--- src/rtl/fhr_defs.svh ---
/*
 Fault history recorder constants: record count, field positions,
 register indices and command values.
 Assumes inclusion by the recorder RTL sources, the memory interface included.
*/
`ifndef FHR_DEFS_SVH
`define FHR_DEFS_SVH

// ==========================================================
// Record store
`define FHR_NUM_REC      10
`define FHR_REC_W        32
`define FHR_PTR_W        4
`define FHR_CNT_W        4

// ==========================================================
// Identifier field positions
`define FHR_ORG_MSB      15
`define FHR_ORG_LSB      12
`define FHR_CAT_MSB      11
`define FHR_CAT_LSB      8
`define FHR_SUB_MSB      7
`define FHR_SUB_LSB      0

// ==========================================================
// Register indices and commands
`define FHR_HIST_BASE    16'h0020
`define FHR_HIST_REGS    16'h0014
`define FHR_STATUS_IDX   16'h0000
`define FHR_LED_CLR_CMD  16'hA5A5
`define FHR_RESET_WORD   16'h0000

`endif

--- src/rtl/fhr_pkg.sv ---
/*
 Fault history recorder types: fault origins and read states.
 Assumes the constants header is compiled alongside.
*/
package fhr_pkg;

    // ==========================================================
    // Fault origins
    typedef enum logic [3:0]
    {
        FHR_ORG_CPU    = 4'h1,
        FHR_ORG_STACK  = 4'h2,
        FHR_ORG_AMB    = 4'h3,
        FHR_ORG_O2     = 4'h4,
        FHR_ORG_IBUS   = 4'h5,
        FHR_ORG_MODBUS = 4'h6
    } fhr_origin_e;

    // ==========================================================
    // Read sequencer states
    typedef enum logic [1:0]
    {
        FHR_ST_IDLE = 2'b01,
        FHR_ST_WAIT = 2'b10
    } fhr_state_e;

endpackage

--- src/rtl/fhr_mem_if.sv ---
/*
 Carrier between the recorder and its record memory.
 Assumes both ends share one clock.
*/
`timescale 1ns/10ps
`include "fhr_defs.svh"

interface fhr_mem_if;
    logic                     wr_en;
    logic [`FHR_PTR_W-1:0]    wr_addr;
    logic [`FHR_REC_W-1:0]    wr_data;
    logic                     rd_en;
    logic [`FHR_PTR_W-1:0]    rd_addr;
    logic [`FHR_REC_W-1:0]    rd_data;

    modport ctrl
    (
        output wr_en, wr_addr, wr_data, rd_en, rd_addr,
        input  rd_data
    );
    modport mem
    (
        input  wr_en, wr_addr, wr_data, rd_en, rd_addr,
        output rd_data
    );
endinterface

--- src/rtl/fhr_top.sv ---
/*
 Fault history recorder: keeps the newest fault records as register
 pairs read by the serial master, and drives the fault indicator.
 Assumes fault events, reads and writes come from logic on SYS_CLK_I.
*/
// Contract
// - Keep the ten newest fault records
// - Two registers per record, written on detection
// - Identifier packs origin, category, sub-code
// - Second register holds the tested value
// - Processor faults: origin 1, categories 0-5
// - Reset sub-code flags one reset cause
// - Temperature faults: origins 2, 3, categories 0-3
// - Sensor hardware faults: origin 4, category 0
// - Internal bus faults: origin 5, devices 0-3
// - Serial protocol faults: origin 6, categories 0-3
// - Clear command only turns indicator off
`timescale 1ns/10ps
`include "fhr_defs.svh"

module fhr_top
    import fhr_pkg::*;
(
    input  wire logic        SYS_CLK_I,
    input  wire logic        RST_B_I,
    input  wire logic        EV_VALID_I,
    input  wire logic [3:0]  EV_ORIGIN_I,
    input  wire logic [3:0]  EV_CAT_I,
    input  wire logic [7:0]  EV_SUB_I,
    input  wire logic [15:0] EV_DATA_I,
    output logic             EV_REJECT_O,
    input  wire logic        RD_REQ_I,
    input  wire logic [15:0] RD_ADDR_I,
    output logic             RD_BUSY_O,
    output logic             RD_VALID_O,
    output logic             RD_ERR_O,
    output logic [15:0]      RD_DATA_O,
    input  wire logic        WR_REQ_I,
    input  wire logic [15:0] WR_ADDR_I,
    input  wire logic [15:0] WR_DATA_I,
    output logic             FAULT_LED_O,
    output logic [3:0]       REC_COUNT_O
);
    // ==========================================================
    // Helpers
    function automatic logic code_ok(input logic [3:0] o,
                                     input logic [3:0] c,
                                     input logic [7:0] s);
        logic ok;
        ok = 1'b0;
        case (o)
            FHR_ORG_CPU:
                ok = (c <= 4'h5) && ((c != 4'h5) ||
                     ((s != 8'h00) && ((s & (s - 8'h01)) == 8'h00)
                      && !s[7]));
            FHR_ORG_STACK, FHR_ORG_AMB:
                ok = (c <= 4'h3);
            FHR_ORG_O2:
                case (c)
                    4'h0:    ok = (s >= 8'h01) && (s <= 8'h0B)
                                  && (s != 8'h07);
                    4'h1:    ok = (s <= 8'h08);
                    4'h2:    ok = (s <= 8'h01);
                    default: ok = 1'b0;
                endcase
            FHR_ORG_IBUS:
                ok = (c <= 4'h2) && (s <= 8'h03);
            FHR_ORG_MODBUS:
                ok = (c <= 4'h3);
            default:
                ok = 1'b0;
        endcase
        return ok;
    endfunction

    // Newest record is index 0; wraps modulo record count
    function automatic logic [3:0] phys(input logic [3:0] wp,
                                        input logic [3:0] rec);
        logic [4:0] t;
        t = 5'(wp) + 5'(`FHR_NUM_REC - 1) - 5'(rec);
        if (t >= 5'(`FHR_NUM_REC))
        begin
            t = t - 5'(`FHR_NUM_REC);
        end
        return t[3:0];
    endfunction

    // ==========================================================
    // Recording
    fhr_mem_if mif ();

    logic       ev_ok;
    logic [3:0] wp_q;
    logic [3:0] wp_d;
    logic [3:0] cnt_q;
    logic [3:0] cnt_d;
    logic       rej_q;
    logic       rej_d;
    logic       led_q;
    logic       led_d;
    logic       clr_cmd;

    // Legal code check
    // Applies to every origin; unknown codes are not stored
    assign ev_ok = EV_VALID_I &&
                   code_ok(EV_ORIGIN_I, EV_CAT_I, EV_SUB_I);
    assign clr_cmd = WR_REQ_I && (WR_ADDR_I == `FHR_STATUS_IDX) &&
                     (WR_DATA_I == `FHR_LED_CLR_CMD);

    assign mif.wr_en   = ev_ok;
    assign mif.wr_addr = wp_q;
    assign mif.wr_data[31:16] = {EV_ORIGIN_I, EV_CAT_I, EV_SUB_I};
    assign mif.wr_data[15:0]  = EV_DATA_I;

    always_comb
    begin
        wp_d  = wp_q;
        cnt_d = cnt_q;
        rej_d = EV_VALID_I && !ev_ok;
        led_d = led_q;
        if (ev_ok)
        begin
            wp_d = (wp_q == 4'(`FHR_NUM_REC - 1)) ? 4'h0 : wp_q + 4'h1;
            if (cnt_q != 4'(`FHR_NUM_REC))
            begin
                cnt_d = cnt_q + 4'h1;
            end
        end
        // Only the indicator; a new fault wins
        if (clr_cmd)
        begin
            led_d = 1'b0;
        end
        if (ev_ok)
        begin
            led_d = 1'b1;
        end
    end

    always_ff @(posedge SYS_CLK_I or negedge RST_B_I)
    begin
        if (!RST_B_I)
        begin
            wp_q  <= 4'h0;
            cnt_q <= 4'h0;
            rej_q <= 1'b0;
            led_q <= 1'b0;
        end
        else
        begin
            wp_q  <= wp_d;
            cnt_q <= cnt_d;
            rej_q <= rej_d;
            led_q <= led_d;
        end
    end

    // ==========================================================
    // Register reads
    fhr_state_e  st_q;
    fhr_state_e  st_d;
    logic [15:0] idx;
    logic        in_rng;
    logic        half_q;
    logic        half_d;
    logic        occ_q;
    logic        occ_d;
    logic        err_q;
    logic        err_d;
    logic        vld_q;
    logic        vld_d;
    logic [15:0] dat_q;
    logic [15:0] dat_d;

    assign idx    = RD_ADDR_I - `FHR_HIST_BASE;
    assign in_rng = (RD_ADDR_I >= `FHR_HIST_BASE) &&
                    (idx < `FHR_HIST_REGS);
    assign mif.rd_en   = RD_REQ_I && (st_q == FHR_ST_IDLE) && in_rng;
    assign mif.rd_addr = phys(wp_q, idx[4:1]);

    always_comb
    begin
        st_d   = st_q;
        half_d = half_q;
        occ_d  = occ_q;
        err_d  = err_q;
        vld_d  = 1'b0;
        dat_d  = dat_q;
        case (st_q)
            FHR_ST_IDLE:
                if (RD_REQ_I)
                begin
                    st_d   = FHR_ST_WAIT;
                    half_d = idx[0];
                    occ_d  = in_rng && ({1'b0, idx[4:1]} < {1'b0, cnt_q});
                    err_d  = !in_rng;
                end
            FHR_ST_WAIT:
            begin
                st_d  = FHR_ST_IDLE;
                vld_d = 1'b1;
                dat_d = !occ_q ? `FHR_RESET_WORD :
                        half_q ? mif.rd_data[15:0] : mif.rd_data[31:16];
            end
            default:
                st_d = FHR_ST_IDLE;
        endcase
    end

    always_ff @(posedge SYS_CLK_I or negedge RST_B_I)
    begin
        if (!RST_B_I)
        begin
            st_q   <= FHR_ST_IDLE;
            half_q <= 1'b0;
            occ_q  <= 1'b0;
            err_q  <= 1'b0;
            vld_q  <= 1'b0;
            dat_q  <= `FHR_RESET_WORD;
        end
        else
        begin
            st_q   <= st_d;
            half_q <= half_d;
            occ_q  <= occ_d;
            err_q  <= err_d;
            vld_q  <= vld_d;
            dat_q  <= dat_d;
        end
    end

    fhr_mem u_mem
    (
        .clk_i   (SYS_CLK_I),
        .rst_b_i (RST_B_I),
        .port    (mif.mem)
    );

    assign EV_REJECT_O = rej_q;
    assign RD_BUSY_O   = (st_q != FHR_ST_IDLE);
    assign RD_VALID_O  = vld_q;
    assign RD_ERR_O    = vld_q && err_q;
    assign RD_DATA_O   = dat_q;
    assign FAULT_LED_O = led_q;
    assign REC_COUNT_O = cnt_q;
endmodule // fhr_top

--- src/rtl/fhr_mem.sv ---
/*
 Record memory: one write port, one read port, registered read data.
 Assumes unoccupied words are masked by the caller.
*/
`timescale 1ns/10ps
`include "fhr_defs.svh"

module fhr_mem
    import fhr_pkg::*;
#(
    parameter int DEPTH = `FHR_NUM_REC
)
(
    input  wire logic   clk_i,
    input  wire logic   rst_b_i,
    fhr_mem_if.mem      port
);
    // ==========================================================
    // Storage
    logic [`FHR_REC_W-1:0] mem_q [DEPTH];
    logic [`FHR_REC_W-1:0] rd_q;
    logic [`FHR_REC_W-1:0] rd_d;

    always_comb
    begin
        rd_d = rd_q;
        if (port.rd_en)
        begin
            rd_d = mem_q[port.rd_addr];
        end
    end

    // No reset on the array; reads of empty slots are masked upstream
    always_ff @(posedge clk_i)
    begin
        if (port.wr_en)
        begin
            mem_q[port.wr_addr] <= port.wr_data;
        end
    end

    always_ff @(posedge clk_i or negedge rst_b_i)
    begin
        if (!rst_b_i)
        begin
            rd_q <= '0;
        end
        else
        begin
            rd_q <= rd_d;
        end
    end

    assign port.rd_data = rd_q;
endmodule // fhr_mem

--- config.mk ---
export PLATFORM = sky130hd
export DESIGN_NAME = fhr_top
export DESIGN_NICKNAME = d
export VERILOG_FILES = /design/src/rtl/fhr_pkg.sv /design/src/rtl/fhr_mem_if.sv /design/src/rtl/fhr_top.sv /design/src/rtl/fhr_mem.sv
export VERILOG_INCLUDE_DIRS = /design/src /design/src/rtl
export SDC_FILE = /design/constraint.sdc
export NUM_CORES = 1
export LEC_CHECK = 0
export ABC_CLOCK_PERIOD_IN_PS = 5000
export BUFFER_PORTS_ARGS = -buffer_cell sky130_fd_sc_hd__clkbuf_2
export CAP_MARGIN = 20
export CORE_MARGIN = 2
export CORE_UTILIZATION = 55
export DETAILED_ROUTE_END_ITERATION = 8
export PLACE_DENSITY = 0.75
export SYNTH_ARGS = -nofsm -noshare
export SYNTH_HDL_FRONTEND = slang
export SYNTH_HIERARCHICAL = 1
export SYNTH_SLANG_ARGS = --single-unit
--- constraint.sdc ---
create_clock -name SYS_CLK_I -period 5 [get_ports SYS_CLK_I]
set_clock_uncertainty 0.05 [all_clocks]
set_input_delay 0.5 -clock SYS_CLK_I [delete_from_list [all_inputs] [get_ports SYS_CLK_I]]
set_output_delay 0.5 -clock SYS_CLK_I [all_outputs]
set_load 0.01 [all_outputs]
Yosys cells after proc, flatten, opt, wreduce, memory -nomap -nowiden

Memories as Yosys holds them, arrays and structs flattened. A register that Yosys moved wholly into a read port is not among the register bits.
Cells that the tools add are included.

Bits in writable memories: 320
Flip-flop bits (word level): 32
Memories kept: 1
Word-level logic and storage cells: 89
Input bits: 85

Memory list:

| memory      | depth | width | rd ports | clocked after Yosys merged registers in | write ports | RTL line      | text |
|---|---|---|---|---|---|---|---|
| u_mem.mem_q | 10    | 32    | 1        | 1                                       | 1           | fhr_mem.sv:20 | `` logic [`FHR_REC_W-1:0] mem_q [DEPTH]; `` |

Eq/ne operators: 17
Bitwise logic cells: 1
Muxes and demuxes: 13
Magnitude comparators: 12
$add $sub $neg: 7
Reductions and logical operators: 28

Operators by type and width:

| kind                                                                                  | number |
|---|---|
| 16-bit two-way mux                                                                    | 2 |
| 16-bit == test (second input constant)                                                | 1 |
| 16-bit by 6-bit greater-or-equal comparator with 1-bit output (second input constant) | 1 |
| 8-bit by 4-bit less-or-equal comparator with 1-bit output (second input constant)     | 2 |
| 16-bit logical NOT                                                                    | 1 |
| 16-bit by 5-bit < comparator with 1-bit output (second input constant)                | 1 |
| 16-bit by 6-bit subtractor with 16-bit output (second input constant)                 | 1 |
| 1-bit logical AND                                                                     | 15 |
| 4-bit by 2-bit == test with 1-bit output (second input constant)                      | 3 |
| 4-bit by 3-bit == test with 1-bit output (second input constant)                      | 3 |
| 4-bit by 1-bit adder with 4-bit output (second input constant)                        | 2 |
| 8-bit AND                                                                             | 1 |
| 4-bit by 1-bit == test with 1-bit output (second input constant)                      | 2 |
| 8-bit by 1-bit greater-or-equal comparator with 1-bit output (second input constant)  | 1 |
| 4-bit by 2-bit less-or-equal comparator with 1-bit output (second input constant)     | 2 |
| 8-bit by 1-bit less-or-equal comparator with 1-bit output (second input constant)     | 1 |
| 8-bit by 2-bit less-or-equal comparator with 1-bit output (second input constant)     | 1 |
| 8-bit logical NOT                                                                     | 1 |
| 4-bit two-way mux                                                                     | 2 |
| 8-bit by 3-bit inequality test with 1-bit output (second input constant)              | 1 |
| 8-bit nonzero test                                                                    | 1 |
| 8-bit by 1-bit subtractor with 8-bit output (second input constant)                   | 1 |
| 4-bit by 4-bit adder with 5-bit output (second input constant)                        | 1 |
| 5-bit by 4-bit greater-or-equal comparator with 1-bit output (second input constant)  | 1 |
| 21 further kinds                                                                      | 30 |

Logic depth before layout (Yosys ltp)

Gate-level depths: netlist (run 1).

Depth in word-level cells: 11
Depth in mapped cells: 16

By module

The synthesis (run 1) kept the hierarchy.

By module, submodules not included:

| module  | cells each | sequential area each (um^2) | area an instance (um^2) | instances |
|---|---|---|---|---|
| fhr_mem | 769        | 10410.0                     | 13528.0                 | 1 |
| fhr_top | 230        | 802.0                       | 2128.3                  | 1 |

Worst setup path before layout (run 1)

Ideal clock, no wire load.

Kind: input to register
From: input port EV_SUB_I[2]
To: memory u_mem/mem_q[0][0] in the netlist's numbering (enable)
Setup time: 461 ps
Arrival: 4517 ps
Slack: -28 ps
Stages: 9
Data required time: 4489 ps
Cell sequence: or4_4 -> a21o_1 -> a2111oi_4 -> a211o_1 -> buf_6 -> nand2_1 -> inv_1 -> or3b_1 -> nor3_1

Cells in the longest elaborated chain, start to end: 11
Elaborated cells between the ends (all ways): 22
Those cells by class: add/sub: 1; order compare: 5; eq/ne: 1; mux: 4; bitwise: 1; reduce/logical: 10

RTL lines:

| what                                        | RTL line       | text |
|---|---|---|
| start, declared                             | fhr_top.sv:29  | `input wire logic [7:0] EV_SUB_I,` |
| 8-bit by 1-bit subtractor with 8-bit output | fhr_top.sv:54  | `((s != 8'h00) && ((s & (s - 8'h01)) == 8'h00)` |
| 8-bit AND                                   | fhr_top.sv:54  |  |
| 8-bit logical NOT                           | fhr_top.sv:54  |  |
| 1-bit logical AND                           | fhr_top.sv:54  |  |
| 1-bit logical AND                           | fhr_top.sv:55  | `&& !s[7]));` |
| 1-bit logical OR                            | fhr_top.sv:53  | `ok = (c <= 4'h5) && ((c != 4'h5) \|\|` |
| 1-bit logical AND                           | fhr_top.sv:53  |  |
| 1-bit one-hot mux with 4 select lines (*)   | fhr_top.sv:51  | `case (o)` |
| 1-bit logical AND (*)                       | fhr_top.sv:105 | `assign ev_ok = EV_VALID_I &&` |
| via ev_ok                                   | fhr_top.sv:92  | `logic ev_ok;` |
| 1-bit two-way mux (*)                       | fhr_mem.sv:36  | `if (port.wr_en)` |
| 1-bit two-way mux (implied by the code) (*) | fhr_mem.sv:38  | `mem_q[port.wr_addr] <= port.wr_data;` |
| end, declared                               | fhr_mem.sv:20  |  |

Mark *: on every way through the listed nets, which the timed path passes. The rest lies on a longest branch.

Worst setup path after layout (run 1)

From: register wp_q[1], in the netlist mif.wr_addr[1]
To: register u_mem.rd_q[10], in the netlist u_mem/port.rd_data[10], read port of u_mem.mem_q

Cells in the longest elaborated chain, start to end: 4
Elaborated cells between the ends (all ways): 5
Those cells by class: add/sub: 3; order compare: 1; mux: 1

RTL lines:

| what                                                                                             | RTL line                     | text |
|---|---|---|
| start, declared                                                                                  | fhr_top.sv:93                | `logic [3:0] wp_q;` |
| start signal, assigned                                                                           | fhr_top.sv:151               | `wp_q <= wp_d;` |
| 4-bit by 4-bit adder with 5-bit output (*)                                                       | fhr_top.sv:80                | `` t = 5'(wp) + 5'(`FHR_NUM_REC - 1) - 5'(rec); `` |
| 5-bit by 4-bit subtractor with 5-bit output (*)                                                  | fhr_top.sv:80                |  |
| 4-bit subtractor or 5-bit by 4-bit greater-or-equal comparator with 1-bit output (tied branches) | fhr_top.sv:83, fhr_top.sv:81 |  |
| 4-bit two-way mux (*)                                                                            | fhr_top.sv:81                | `` if (t >= 5'(`FHR_NUM_REC)) `` |
| via mif.rd_addr[2]                                                                               | fhr_mem_if.sv:13             | `` logic [`FHR_PTR_W-1:0] rd_addr; `` |
| end, declared                                                                                    | fhr_mem.sv:21                | `` logic [`FHR_REC_W-1:0] rd_q; `` |

Marks and branches as above.
A chain may end at the register's enable or synchronous reset.

==> impl_metrics.json, run 1 <==
{
  "outcome": "finished, violations left",
  "violations": "hold timing",
  "drt_total_wl_um": 33300,
  "initial_core_util_pct": 56.0,
  "synth_edf_count": 320,
  "final.period_utilization_pct": 79.6,
  "timing.hold.worst.class": "input port to asynchronous set/reset pin",
  "drt-pass1-iter-count": 4,
  "setup.worst_path.start_class": "flop",
  "avgRoutedWirePerCell_um": 21.7,
  "final_core_utilization_pct": 64.2,
  "placeableCoreArea_sq_um": 27900,
  "worstPathArrival_ns": 4.28,
  "grt_start_max_net_pins": 61,
  "hold_viol": 8,
  "flow.area_growth_from_synthesis_pct": 14.5,
  "cts.root.buffer_cell": "sky130_fd_sc_hd__clkbuf_16",
  "path_class": "flop to flop",
  "grt_first_pass_wirelength_um": 51900,
  "final.hold.worst_slack_ns": -0.00829,
  "final_layout_size_suffix_gt1_share_pct": 18.7,
  "crit_path_max_fanout": 32,
  "globalRouteTotalUtil_pct": 22.5,
  "place_hpwl_um": 20500,
  "final.min_clock_period_ns": 3.98,
  "numCtsBuffers": 39,
  "met3WireLength_um": 2370,
  "max_freq_mhz": 251,
  "synth_warnings": 6,
  "total_number_of_vias": 8911,
  "finalSetupTns_ns": 0,
  "synth.cells.most_frequent": "sky130_fd_sc_hd__edfxtp_1, sky130_fd_sc_hd__mux2i_1, sky130_fd_sc_hd__nand2_1",
  "ys_async_sr_fraction_pct": 16.7,
  "dpl-instance-area_sq_um": 16700,
  "max_transition_viols_final": 0,
  "tritoncts": "built",
  "routed-wl-met2_um": 15800,
  "first_global_vias": 8901,
  "design.final.nets": 1227,
  "initial_antenna_violation_count": 1,
  "place.gp.congestion": 0.834,
  "clkSlewWorstSetupHoldPaths_ns": 0.06,
  "die_height_um": 173,
  "rsz_0062_raised_after_global_routing": "no",
  "max_slew.worst_pin.slew_ns": 1.07,
  "synthFlopType": "sky130_fd_sc_hd__edfxtp_1",
  "synth.top_cells.by_area": "sky130_fd_sc_hd__edfxtp_1, sky130_fd_sc_hd__mux2i_1, sky130_fd_sc_hd__dfrtp_1, sky130_fd_sc_hd__o221ai_1, sky130_fd_sc_hd__nand2_1",
  "netlist_instances": 999,
  "die_width_um": 173,
  "flop_and_latch_count_out_of_synthesis": 384,
  "first_iter_violations": 772,
  "cts_hold_buf": 0,
  "antenna_violating_nets_post_route": 0,
  "slew_headroom_pct": 28.4,
  "crit_path_top_delay_cell": "sky130_fd_sc_hd__dfrtp_1",
  "grt_remaining_overflow": 0,
  "cts.sinks": 384,
  "core.rowCount": 61,
  "antenna-diode-count": 0,
  "maxCapViolations": 0,
  "max-clock-path-buffers": 3,
  "synth_top_area_share_pct": 61.4,
  "cts_resized": 0,
  "seq_area_frac_synth_pct": 71.6,
  "synth_largest_area_cell": "sky130_fd_sc_hd__edfxtp_1",
  "drt_drc_violations_left": 0,
  "post_cts_buffers": 0,
  "report.final.setup_viol": 0,
  "static-leakage-power_uw": 0.00685,
  "pin_count": 110,
  "synth_cell_types": 56,
  "worst_path_largest_cell_delay_ns": 0.59,
  "synth_area_per_cell_sq_um": 15.7,
  "drt-vias-per-instance": 5.80,
  "synth_nets": 1099,
  "power.ir.vdd_worst_uv": 1160,
  "cts_htree_levels": 2,
  "worst_path_dominant_cell_family": "adder cells",
  "synth.cell_area_sq_um": 15700,
  "place.port_buffers": 109,
  "worst_ep_required_time_ns": 5.30,
  "fp.dieArea_sq_um": 29800,
  "critical_path.cell_chain": "inv_1 -> ha_1 -> inv_1 -> ha_1 -> fa_1 -> or3_1 -> a21oi_1 -> nor2_1 -> mux2i_1 -> nor2b_2 -> buf_4 -> a22oi_1 -> nand3_1 -> o221ai_1",
  "highest-signal-layer": "met5",
  "worst_setup_path_end_kind": "flop",
  "stdcell_area_sq_um": 17900,
  "power.density_cell_area_nw_per_um2": 532,
  "drt-met1-wl_um": 14400,
  "critPathBufInv": 3,
  "filler_cell_count": 2005,
  "yosysMostFrequentCell": "sky130_fd_sc_hd__edfxtp_1",
  "worstSkewPairLatency_ns": 0.53
}
[sequential cells by signal, indices dropped and copies added (netlist names)]
register            cells
FAULT_LED_O             1
u_mem/mem_q           320
u_mem/port.rd_data     32
RD_VALID_O              1
err_q                   1
occ_q                   1
EV_REJECT_O             1
REC_COUNT_O             4
mif.wr_addr             4
st_q                    2
half_q                  1
RD_DATA_O              16
[where the power goes]
part	leakage (uW)	total [uW]	internal [uW]	switching (uW)
Clock	0.000597	2720	1590	1130
Combinational	0.00268	3210	1130	2070
Sequential	0.00357	3610	3530	78.0
[final cells by class]
type	instances	area, sq um	area share (%)
clock buffer	55	1100	6.12
clock inverter	17	124	0.691
multi-input combinational	513	4000	22.3
inverter	53	199	1.11
tap	378	473	2.64
sequential	384	11200	62.5
timing repair buffer	136	823	4.59
[per-stage QoR]
| stage | worst slack, ns | cells | total power (uW) |
|---|---|---|---|
| global placement | 0.930 | 1464 | 6780 |
| CTS | 1.05 | 1536 | 9550 |
| floorplan | 0.242 | 999 | 6020 |
| global route | 0.743 | 1536 | 9970 |
| finish | 1.02 | 1536 | 9540 |
| detailed placement | 0.867 | 1464 | 6830 |
[kinds of logic (layout without fill, tap and decap cells)]
family                     Yosys count  in the layout  synth area share (%)
and+or+nand+nor                    169            169                  5.28
xor gates and xnor gates             8              8                 0.448
buffers and inverters              102            261                  3.52
DFF                                384            384                  71.6
muxes                              180            180                  11.6
AOI/OAI and AO/OA                  140            140                  6.26
adders and majority gates           16             16                  1.31
[per-layer routing]
layer  vias up  GRT usage [%]
met3        58           4.64
met1      4452           32.0
li1       4081              -
met4         2           6.07
met2       318           36.0
met5         -              0
[cells in the final DEF, fill, tap and decap left out, drive strengths merged, types with 3 or more instances in the layout]
| cell | n |
|---|---|
| nor2b | 3 |
| nand2b | 6 |
| buf | 28 |
| edfxtp | 320 |
| clkbuf | 163 |
| nor2 | 19 |
| nand3 | 41 |
| a2111oi | 3 |
| mux2i | 178 |
| xnor2 | 8 |
| and2 | 3 |
| clkinv | 14 |
| nor3 | 7 |
| inv | 54 |
| o221ai | 32 |
| dfrtp | 63 |
| nor4 | 5 |
| a21oi | 35 |
| a22oi | 32 |
| o21ai | 21 |
| nand2 | 66 |
| nor4bb | 3 |
| ha | 14 |
| nand4 | 4 |
| o41ai | 3 |
[final timing paths]
| kind | depth (start not counted) | endpoint | start | slack (ns) |
|---|---|---|---|---|
| min | 1 | REC_COUNT_O[2]$_DFFE_PN0P_ | RST_B_I | -0.008 |
| max in group asynchronous | 2 | u_mem/port.rd_data[11]$_DFFE_PN0P_ | RST_B_I | 3.89 |
| min in group SYS_CLK_I | 3 | half_q$_DFFE_PN0P_ | RD_ADDR_I[0] | 0.14 |
| max reg2reg | 14 | u_mem/port.rd_data[10]$_DFFE_PN0P_ | mif.wr_addr[1]$_DFFE_PN0P_ | 1.02 |
| max | 14 | u_mem/port.rd_data[10]$_DFFE_PN0P_ | mif.wr_addr[1]$_DFFE_PN0P_ | 1.02 |
| min reg2reg | 2 | RD_DATA_O[4]$_DFFE_PN0P_ | RD_DATA_O[4]$_DFFE_PN0P_ | 0.43 |
(Power assumes the default switching activity.)
==> run 2, diff against run 1 <==
ABC_CLOCK_PERIOD_IN_PS = 4000   (was 5000)
clock period = 4 ns   (was 5 ns; I/O delays follow)
==> run 2 against run 1 <==
Compared with the run above: the flow now finishes without violations; critical path type unchanged; hold slack better by 0.079 ns; worst setup slack worse by 0.50 ns; fmax is 14% higher; wire length is 5.5% higher; die area stayed put; non-clock buffer count is 16 higher; global-route usage is 1.2 points higher; clock-buffer cell count is 1 lower; first-iteration DRC count is 13% higher; core utilization is 0.54 points higher.
==> impl_metrics.json, run 2 (synthesis gave the netlist of run 1 again) <==
{
  "max_slew.worst_pin.slew_ns": 1.12,
  "timing.hold.worst.class": "input port to flop",
  "reg2reg_slack_ns": 0.53,
  "antenna-diode-count": 0,
  "dpl-instance-area_sq_um": 16800,
  "setup_slack_ns": 0.526,
  "grt_remaining_overflow": 0,
  "drt_total_wl_um": 35200,
  "maxCapViolations": 0,
  "numCtsBuffers": 38,
  "max_transition_viols_final": 0,
  "worst_setup_path_end_kind": "flop",
  "most-common-layout-cells": "sky130_fd_sc_hd__edfxtp_1, sky130_fd_sc_hd__mux2i_1, sky130_fd_sc_hd__clkbuf_2",
  "place_hpwl_um": 20600,
  "hold_viol": 0,
  "tritoncts": "built",
  "grt_first_pass_wirelength_um": 53900,
  "final.period_utilization_pct": 86.9,
  "clkSlewWorstSetupHoldPaths_ns": 0.06,
  "place.gp.congestion": 0.827,
  "cts_htree_levels": 2,
  "core.rowCount": 61,
  "globalRouteTotalUtil_pct": 23.7,
  "max_freq_mhz": 288,
  "antenna_violating_nets_post_route": 0,
  "r2r_start": "mif.wr_addr[1]$_DFFE_PN0P_",
  "power.density_cell_area_nw_per_um2": 685,
  "worstPathArrival_ns": 3.78,
  "flow.area_growth_from_synthesis_pct": 15.5,
  "static-leakage-power_uw": 0.00696,
  "max-clock-path-buffers": 3,
  "worstSkewPairLatency_ns": 0.53,
  "design.final.nets": 1242,
  "initial_core_util_pct": 56.0,
  "total_number_of_vias": 9141,
  "cts.sinks": 384,
  "finalSetupTns_ns": 0,
  "largest_register_ffs": 320,
  "fp.dieArea_sq_um": 29800,
  "setup.worst_path.start_class": "flop",
  "rsz_0062_raised_after_global_routing": "no",
  "drt-pass1-iter-count": 5,
  "pin_count": 110,
  "initial_antenna_violation_count": 1,
  "grt_start_max_net_pins": 98,
  "cts.root.buffer_cell": "sky130_fd_sc_hd__clkbuf_16",
  "worst_ep_required_time_ns": 4.31,
  "power.ir.vdd_worst_uv": 1100,
  "registers.top_by_ff_count": "u_mem/mem_q",
  "final_layout_size_suffix_gt1_share_pct": 20.1,
  "cts_resized": 0,
  "die_height_um": 173,
  "reg2reg_depth": 14,
  "path_class": "flop to flop",
  "worstSetupEndpoint": "u_mem/port.rd_data[3]$_DFFE_PN0P_",
  "die_width_um": 173,
  "crit_path_max_fanout": 22,
  "drt-vias-per-instance": 5.90,
  "placeableCoreArea_sq_um": 27900,
  "first_global_vias": 9201,
  "stdcell_area_sq_um": 18100,
  "place.port_buffers": 109,
  "regToRegEndpoint": "u_mem/port.rd_data[3]$_DFFE_PN0P_",
  "dp_worst_setup_slack_ns": 0.323,
  "final.min_clock_period_ns": 3.47,
  "final.hold.worst_slack_ns": 0.0711,
  "slew_headroom_pct": 25.6,
  "outcome": "completed",
  "report.final.setup_viol": 0,
  "final_core_utilization_pct": 64.7,
  "drt_drc_violations_left": 0,
  "avgRoutedWirePerCell_um": 22.7,
  "first_iter_violations": 870,
  "layout_commonest_cell": "sky130_fd_sc_hd__edfxtp_1",
  "timing.critical_path.from": "mif.wr_addr[1]$_DFFE_PN0P_"
}
## run 2: cell count changes in the layout (fill, tap and decap cells not counted), sizes merged
cell / change
clkinv: -1
dlygate4sd3: +1
buf: +15
clkbuf: -1
clkinvlp: -1
## run 2: power breakdown
part / switching (uW) / internal, uW
registers: 84.2 / 4410
logic: 2850 / 1580
clock network: 1430 / 2020
total: 4370 / 8020
## run 2: worst max-delay path, stage by stage (launching register included)
cell and delay, ns:
sky130_fd_sc_hd__dfrtp_1 0.34, sky130_fd_sc_hd__inv_1 0.08, sky130_fd_sc_hd__ha_1 0.28, sky130_fd_sc_hd__inv_1 0.04, sky130_fd_sc_hd__ha_1 0.21, sky130_fd_sc_hd__fa_1 0.45
sky130_fd_sc_hd__or3_1 0.37, sky130_fd_sc_hd__a21oi_1 0.15, sky130_fd_sc_hd__nor2_1 0.09, sky130_fd_sc_hd__xnor2_1 0.33, sky130_fd_sc_hd__and2_1 0.22, sky130_fd_sc_hd__buf_4 0.35
sky130_fd_sc_hd__a21oi_1 0.12, sky130_fd_sc_hd__nand3_1 0.11, sky130_fd_sc_hd__o221ai_1 0.13
## run 2: worst min path at each step
stage / start / end / cells past startpoint
final: RD_ADDR_I[0] / half_q$_DFFE_PN0P_ / 3
after global routing: RD_ADDR_I[0] / half_q$_DFFE_PN0P_ / 3
after CTS: RD_ADDR_I[0] / half_q$_DFFE_PN0P_ / 3
after detailed placement: occ_q$_DFFE_PN0P_ / occ_q$_DFFE_PN0P_ / 2
after global placement: RD_DATA_O[13]$_DFFE_PN0P_ / RD_DATA_O[13]$_DFFE_PN0P_ / 2
after floorplan: RST_B_I / EV_REJECT_O$_DFF_PN0_ / 0
## run 2: area by class of cell
type	count	area [sq um]
Sequential cell	384	11200
Fill cell	1985	9860
Multi-Input combinational cell	513	4010
Clock buffer	54	1120
Timing Repair Buffer	152	958
Tap cell	378	473
Inverter	53	199
Clock inverter	15	100
## run 2: routing by layer
metal  GRT usage [%]  vias to the layer above  routed length [um]
met2            39.2                      394               17100
met4            7.31                        2                 828
li1                -                     4098                   -
met1            32.0                     4581               14400
met3            4.84                       66                2820
met5               0                        -                  10
## run 2: stage by stage
stage,instances,power (uW)
2_1_floorplan,999,7520
3_3_place_gp,1479,8870
3_5_place_dp,1479,8930
4_1_cts,1549,12400
5_1_grt,1549,12800
6_report,1549,12400
## run 2: what timing repair did
action / CTS / global route
hold buffers: 1 / 0
buffers inserted: 0 / 0
endpoints found under the hold margin: 26 / 0
setup endpoints to repair: 0 / 0
==> run 3, diff against run 2 <==
PLACE_DENSITY = 0.74   (was 0.75)
SYNTH_HIERARCHICAL = not set   (was 1)
==> run 3 against run 2 <==
Compared with the run above: non-clock buffer count decreased by 5; critical endpoint is now u_mem.port.rd_data[26]$_DFFE_PN0P_; synthesized cell count increased by 7.1%; largest cell class unchanged; power increased by 35%; highest routed layer unchanged; combinational power increased by 93%.
==> impl_metrics.json, run 3 <==
{
  "total_number_of_vias": 10086,
  "final.hold.worst_slack_ns": 0.0402,
  "first_iter_violations": 830,
  "slew_headroom_pct": 31.3,
  "static-leakage-power_uw": 0.00750,
  "globalRouteTotalUtil_pct": 24.5,
  "drt-vias-per-instance": 6.17,
  "final.min_clock_period_ns": 3.48,
  "synth_cell_types": 57,
  "place_hpwl_um": 23900,
  "first_global_vias": 10541,
  "max-clock-path-buffers": 3,
  "reg2reg_depth": 12,
  "timing.critical_path.from": "mif.wr_addr[1]$_DFFE_PN0P_",
  "antenna-diode-count": 0,
  "dp_worst_setup_slack_ns": 0.440,
  "core.rowCount": 65,
  "synth_area_per_cell_sq_um": 16.4,
  "design.final.nets": 1300,
  "power.density_cell_area_nw_per_um2": 829,
  "largest_register_ffs": 320,
  "max_freq_mhz": 287,
  "antenna_violating_nets_post_route": 0,
  "post_cts_buffers": 0,
  "initial_core_util_pct": 55.7,
  "power.ir.vdd_worst_uv": 1050,
  "ys_async_sr_fraction_pct": 16.7,
  "cts_resized": 0,
  "flop_and_latch_count_out_of_synthesis": 384,
  "outcome": "completed",
  "numCtsBuffers": 41,
  "pin_count": 110,
  "synth.cells.most_frequent": "sky130_fd_sc_hd__edfxtp_1, sky130_fd_sc_hd__mux2i_1, sky130_fd_sc_hd__mux2_2",
  "drt_drc_violations_left": 0,
  "setup_slack_ns": 0.517,
  "cts_hold_buf": 0,
  "stdcell_area_sq_um": 20200,
  "avgRoutedWirePerCell_um": 24.4,
  "worstSkewPairLatency_ns": 0.53,
  "die_height_um": 183,
  "drt_total_wl_um": 39900,
  "setup.worst_path.start_class": "flop",
  "flow.area_growth_from_synthesis_pct": 15.2,
  "crit_path_max_fanout": 16,
  "place.gp.congestion": 0.774,
  "placeableCoreArea_sq_um": 31500,
  "hold_viol": 0,
  "synthFlopType": "sky130_fd_sc_hd__edfxtp_1",
  "tritoncts": "built",
  "synth.cell_area_sq_um": 17500,
  "max_slew.worst_pin.slew_ns": 1.03,
  "max_transition_viols_final": 0,
  "cts_htree_levels": 2,
  "registers.top_by_ff_count": "u_mem.mem_q",
  "place.port_buffers": 109,
  "maxCapViolations": 0,
  "final_layout_size_suffix_gt1_share_pct": 31.6,
  "grt_remaining_overflow": 0,
  "filler_cell_count": 2223,
  "rsz_0062_raised_after_global_routing": "no",
  "reg2reg_slack_ns": 0.52,
  "synth_nets": 1170,
  "cts.root.buffer_cell": "sky130_fd_sc_hd__clkbuf_16",
  "worstHoldPathCells": 3,
  "synth_edf_count": 320,
  "report.final.setup_viol": 0,
  "synth_top_area_share_pct": 54.8,
  "totalPowerFinal_uw": 16700,
  "synth_warnings": 0,
  "timing.hold.worst.class": "input port to flop",
  "hold_end": "half_q$_DFFE_PN0P_",
  "grt_first_pass_wirelength_um": 61600,
  "yosysMostFrequentCell": "sky130_fd_sc_hd__edfxtp_1",
  "cts.sinks": 384,
  "finalSetupTns_ns": 0,
  "layout_commonest_cell": "sky130_fd_sc_hd__edfxtp_1",
  "holdCritStartpoint": "RD_ADDR_I[0]",
  "final.period_utilization_pct": 87.1,
  "initial_antenna_violation_count": 2,
  "worstPathArrival_ns": 3.81,
  "die_width_um": 183,
  "drt-pass1-iter-count": 5,
  "grt_start_max_net_pins": 60,
  "synth.top_cells.by_area": "sky130_fd_sc_hd__edfxtp_1, sky130_fd_sc_hd__mux2i_1, sky130_fd_sc_hd__dfrtp_1, sky130_fd_sc_hd__mux4_2, sky130_fd_sc_hd__mux2_2",
  "most-common-layout-cells": "sky130_fd_sc_hd__edfxtp_1, sky130_fd_sc_hd__mux2i_1, sky130_fd_sc_hd__clkbuf_2",
  "seq_area_frac_synth_pct": 63.9,
  "r2r_start": "mif.wr_addr[1]$_DFFE_PN0P_",
  "worst_ep_required_time_ns": 4.33,
  "path_class": "flop to flop",
  "dpl-instance-area_sq_um": 18800,
  "worst_setup_path_end_kind": "flop",
  "fp.dieArea_sq_um": 33300,
  "regToRegEndpoint": "u_mem.port.rd_data[26]$_DFFE_PN0P_",
  "synth_largest_area_cell": "sky130_fd_sc_hd__edfxtp_1",
  "clkSlewWorstSetupHoldPaths_ns": 0.06,
  "netlist_instances": 1070
}
-- run 3: cell count changes after synthesis, sizes merged, moves of 5 or more --
cell	delta
nand3	-34
nor2	-5
a21oi	-32
mux4	+64
a22oi	-31
mux2	+95
buf	+8
o21ai	+5
-- run 3: per-stage QoR --
stage	std cells	utilization (%)
final	1634	64.2
after CTS	1632	64.1
after detailed placement	1557	59.8
after floorplan	1070	-
after global placement	1557	59.8
after global routing	1634	64.2
-- run 3: area by class of cell --
class                      instances  area (sq um)  area share (%)
sequential                       384         11200            55.5
multi-input combinational        573          5980            29.6
clock buffer                      59          1140            5.66
timing repair buffer             147           958            4.75
tap                              402           503            2.49
clock inverter                    16           200           0.991
inverter                          53           199           0.985
-- run 3: per-layer routing --
layer  vias to the layer above  global-route usage, %  wire (um)
met5                         -                      0         13
met1                      5136                   33.0      16400
met4                         2                   7.65       1080
met3                        70                   4.11       2850
met2                       420                   41.2      19500
li1                       4458                      -          -
-- run 3: cells by family (layout without fill, tap and decap cells) --
kind of cell | count (synthesis) | in the layout | share of synthesized area (%)
AOI/OAI and AO/OA | 80 | 80 | 3.40
xor gates and xnor gates | 6 | 6 | 0.300
adders and majority gates | 16 | 16 | 1.18
buffers and inverters | 113 | 275 | 2.86
DFF | 384 | 384 | 63.9
muxes | 339 | 339 | 24.6
and+or+nand+nor | 132 | 132 | 3.73
-- run 3: power breakdown --
group	total, uW	switching (uW)	internal (uW)	leakage, uW
Combinational	8530	4530	4000	0.00328
Clock	3750	1490	2260	0.000655
Sequential	4460	73.6	4390	0.00357
Total	16700	6100	10600	0.00750
-- run 3: worst max-delay path by stage --
stage / endpoint / depth (start not counted)
final: u_mem.port.rd_data[26]$_DFFE_PN0P_ / 12
after global routing: u_mem.port.rd_data[24]$_DFFE_PN0P_ / 12
after CTS: u_mem.port.rd_data[24]$_DFFE_PN0P_ / 12
after detailed placement: u_mem.port.rd_data[22]$_DFFE_PN0P_ / 12
after global placement: u_mem.port.rd_data[30]$_DFFE_PN0P_ / 12
after floorplan: u_mem.mem_q[8][0]$_DFFE_PP_ / 7
-- run 3: critical path, stage by stage (launching register included) --
cell	delay [ns]
sky130_fd_sc_hd__dfrtp_1	0.37
sky130_fd_sc_hd__inv_1	0.15
sky130_fd_sc_hd__ha_1	0.26
sky130_fd_sc_hd__inv_1	0.06
sky130_fd_sc_hd__ha_1	0.18
sky130_fd_sc_hd__fa_2	0.47
sky130_fd_sc_hd__or3b_1	0.39
sky130_fd_sc_hd__a21o_1	0.23
sky130_fd_sc_hd__o21ai_4	0.20
sky130_fd_sc_hd__buf_12	0.24
sky130_fd_sc_hd__mux2_2	0.36
sky130_fd_sc_hd__o221ai_1	0.25
sky130_fd_sc_hd__mux2i_1	0.12
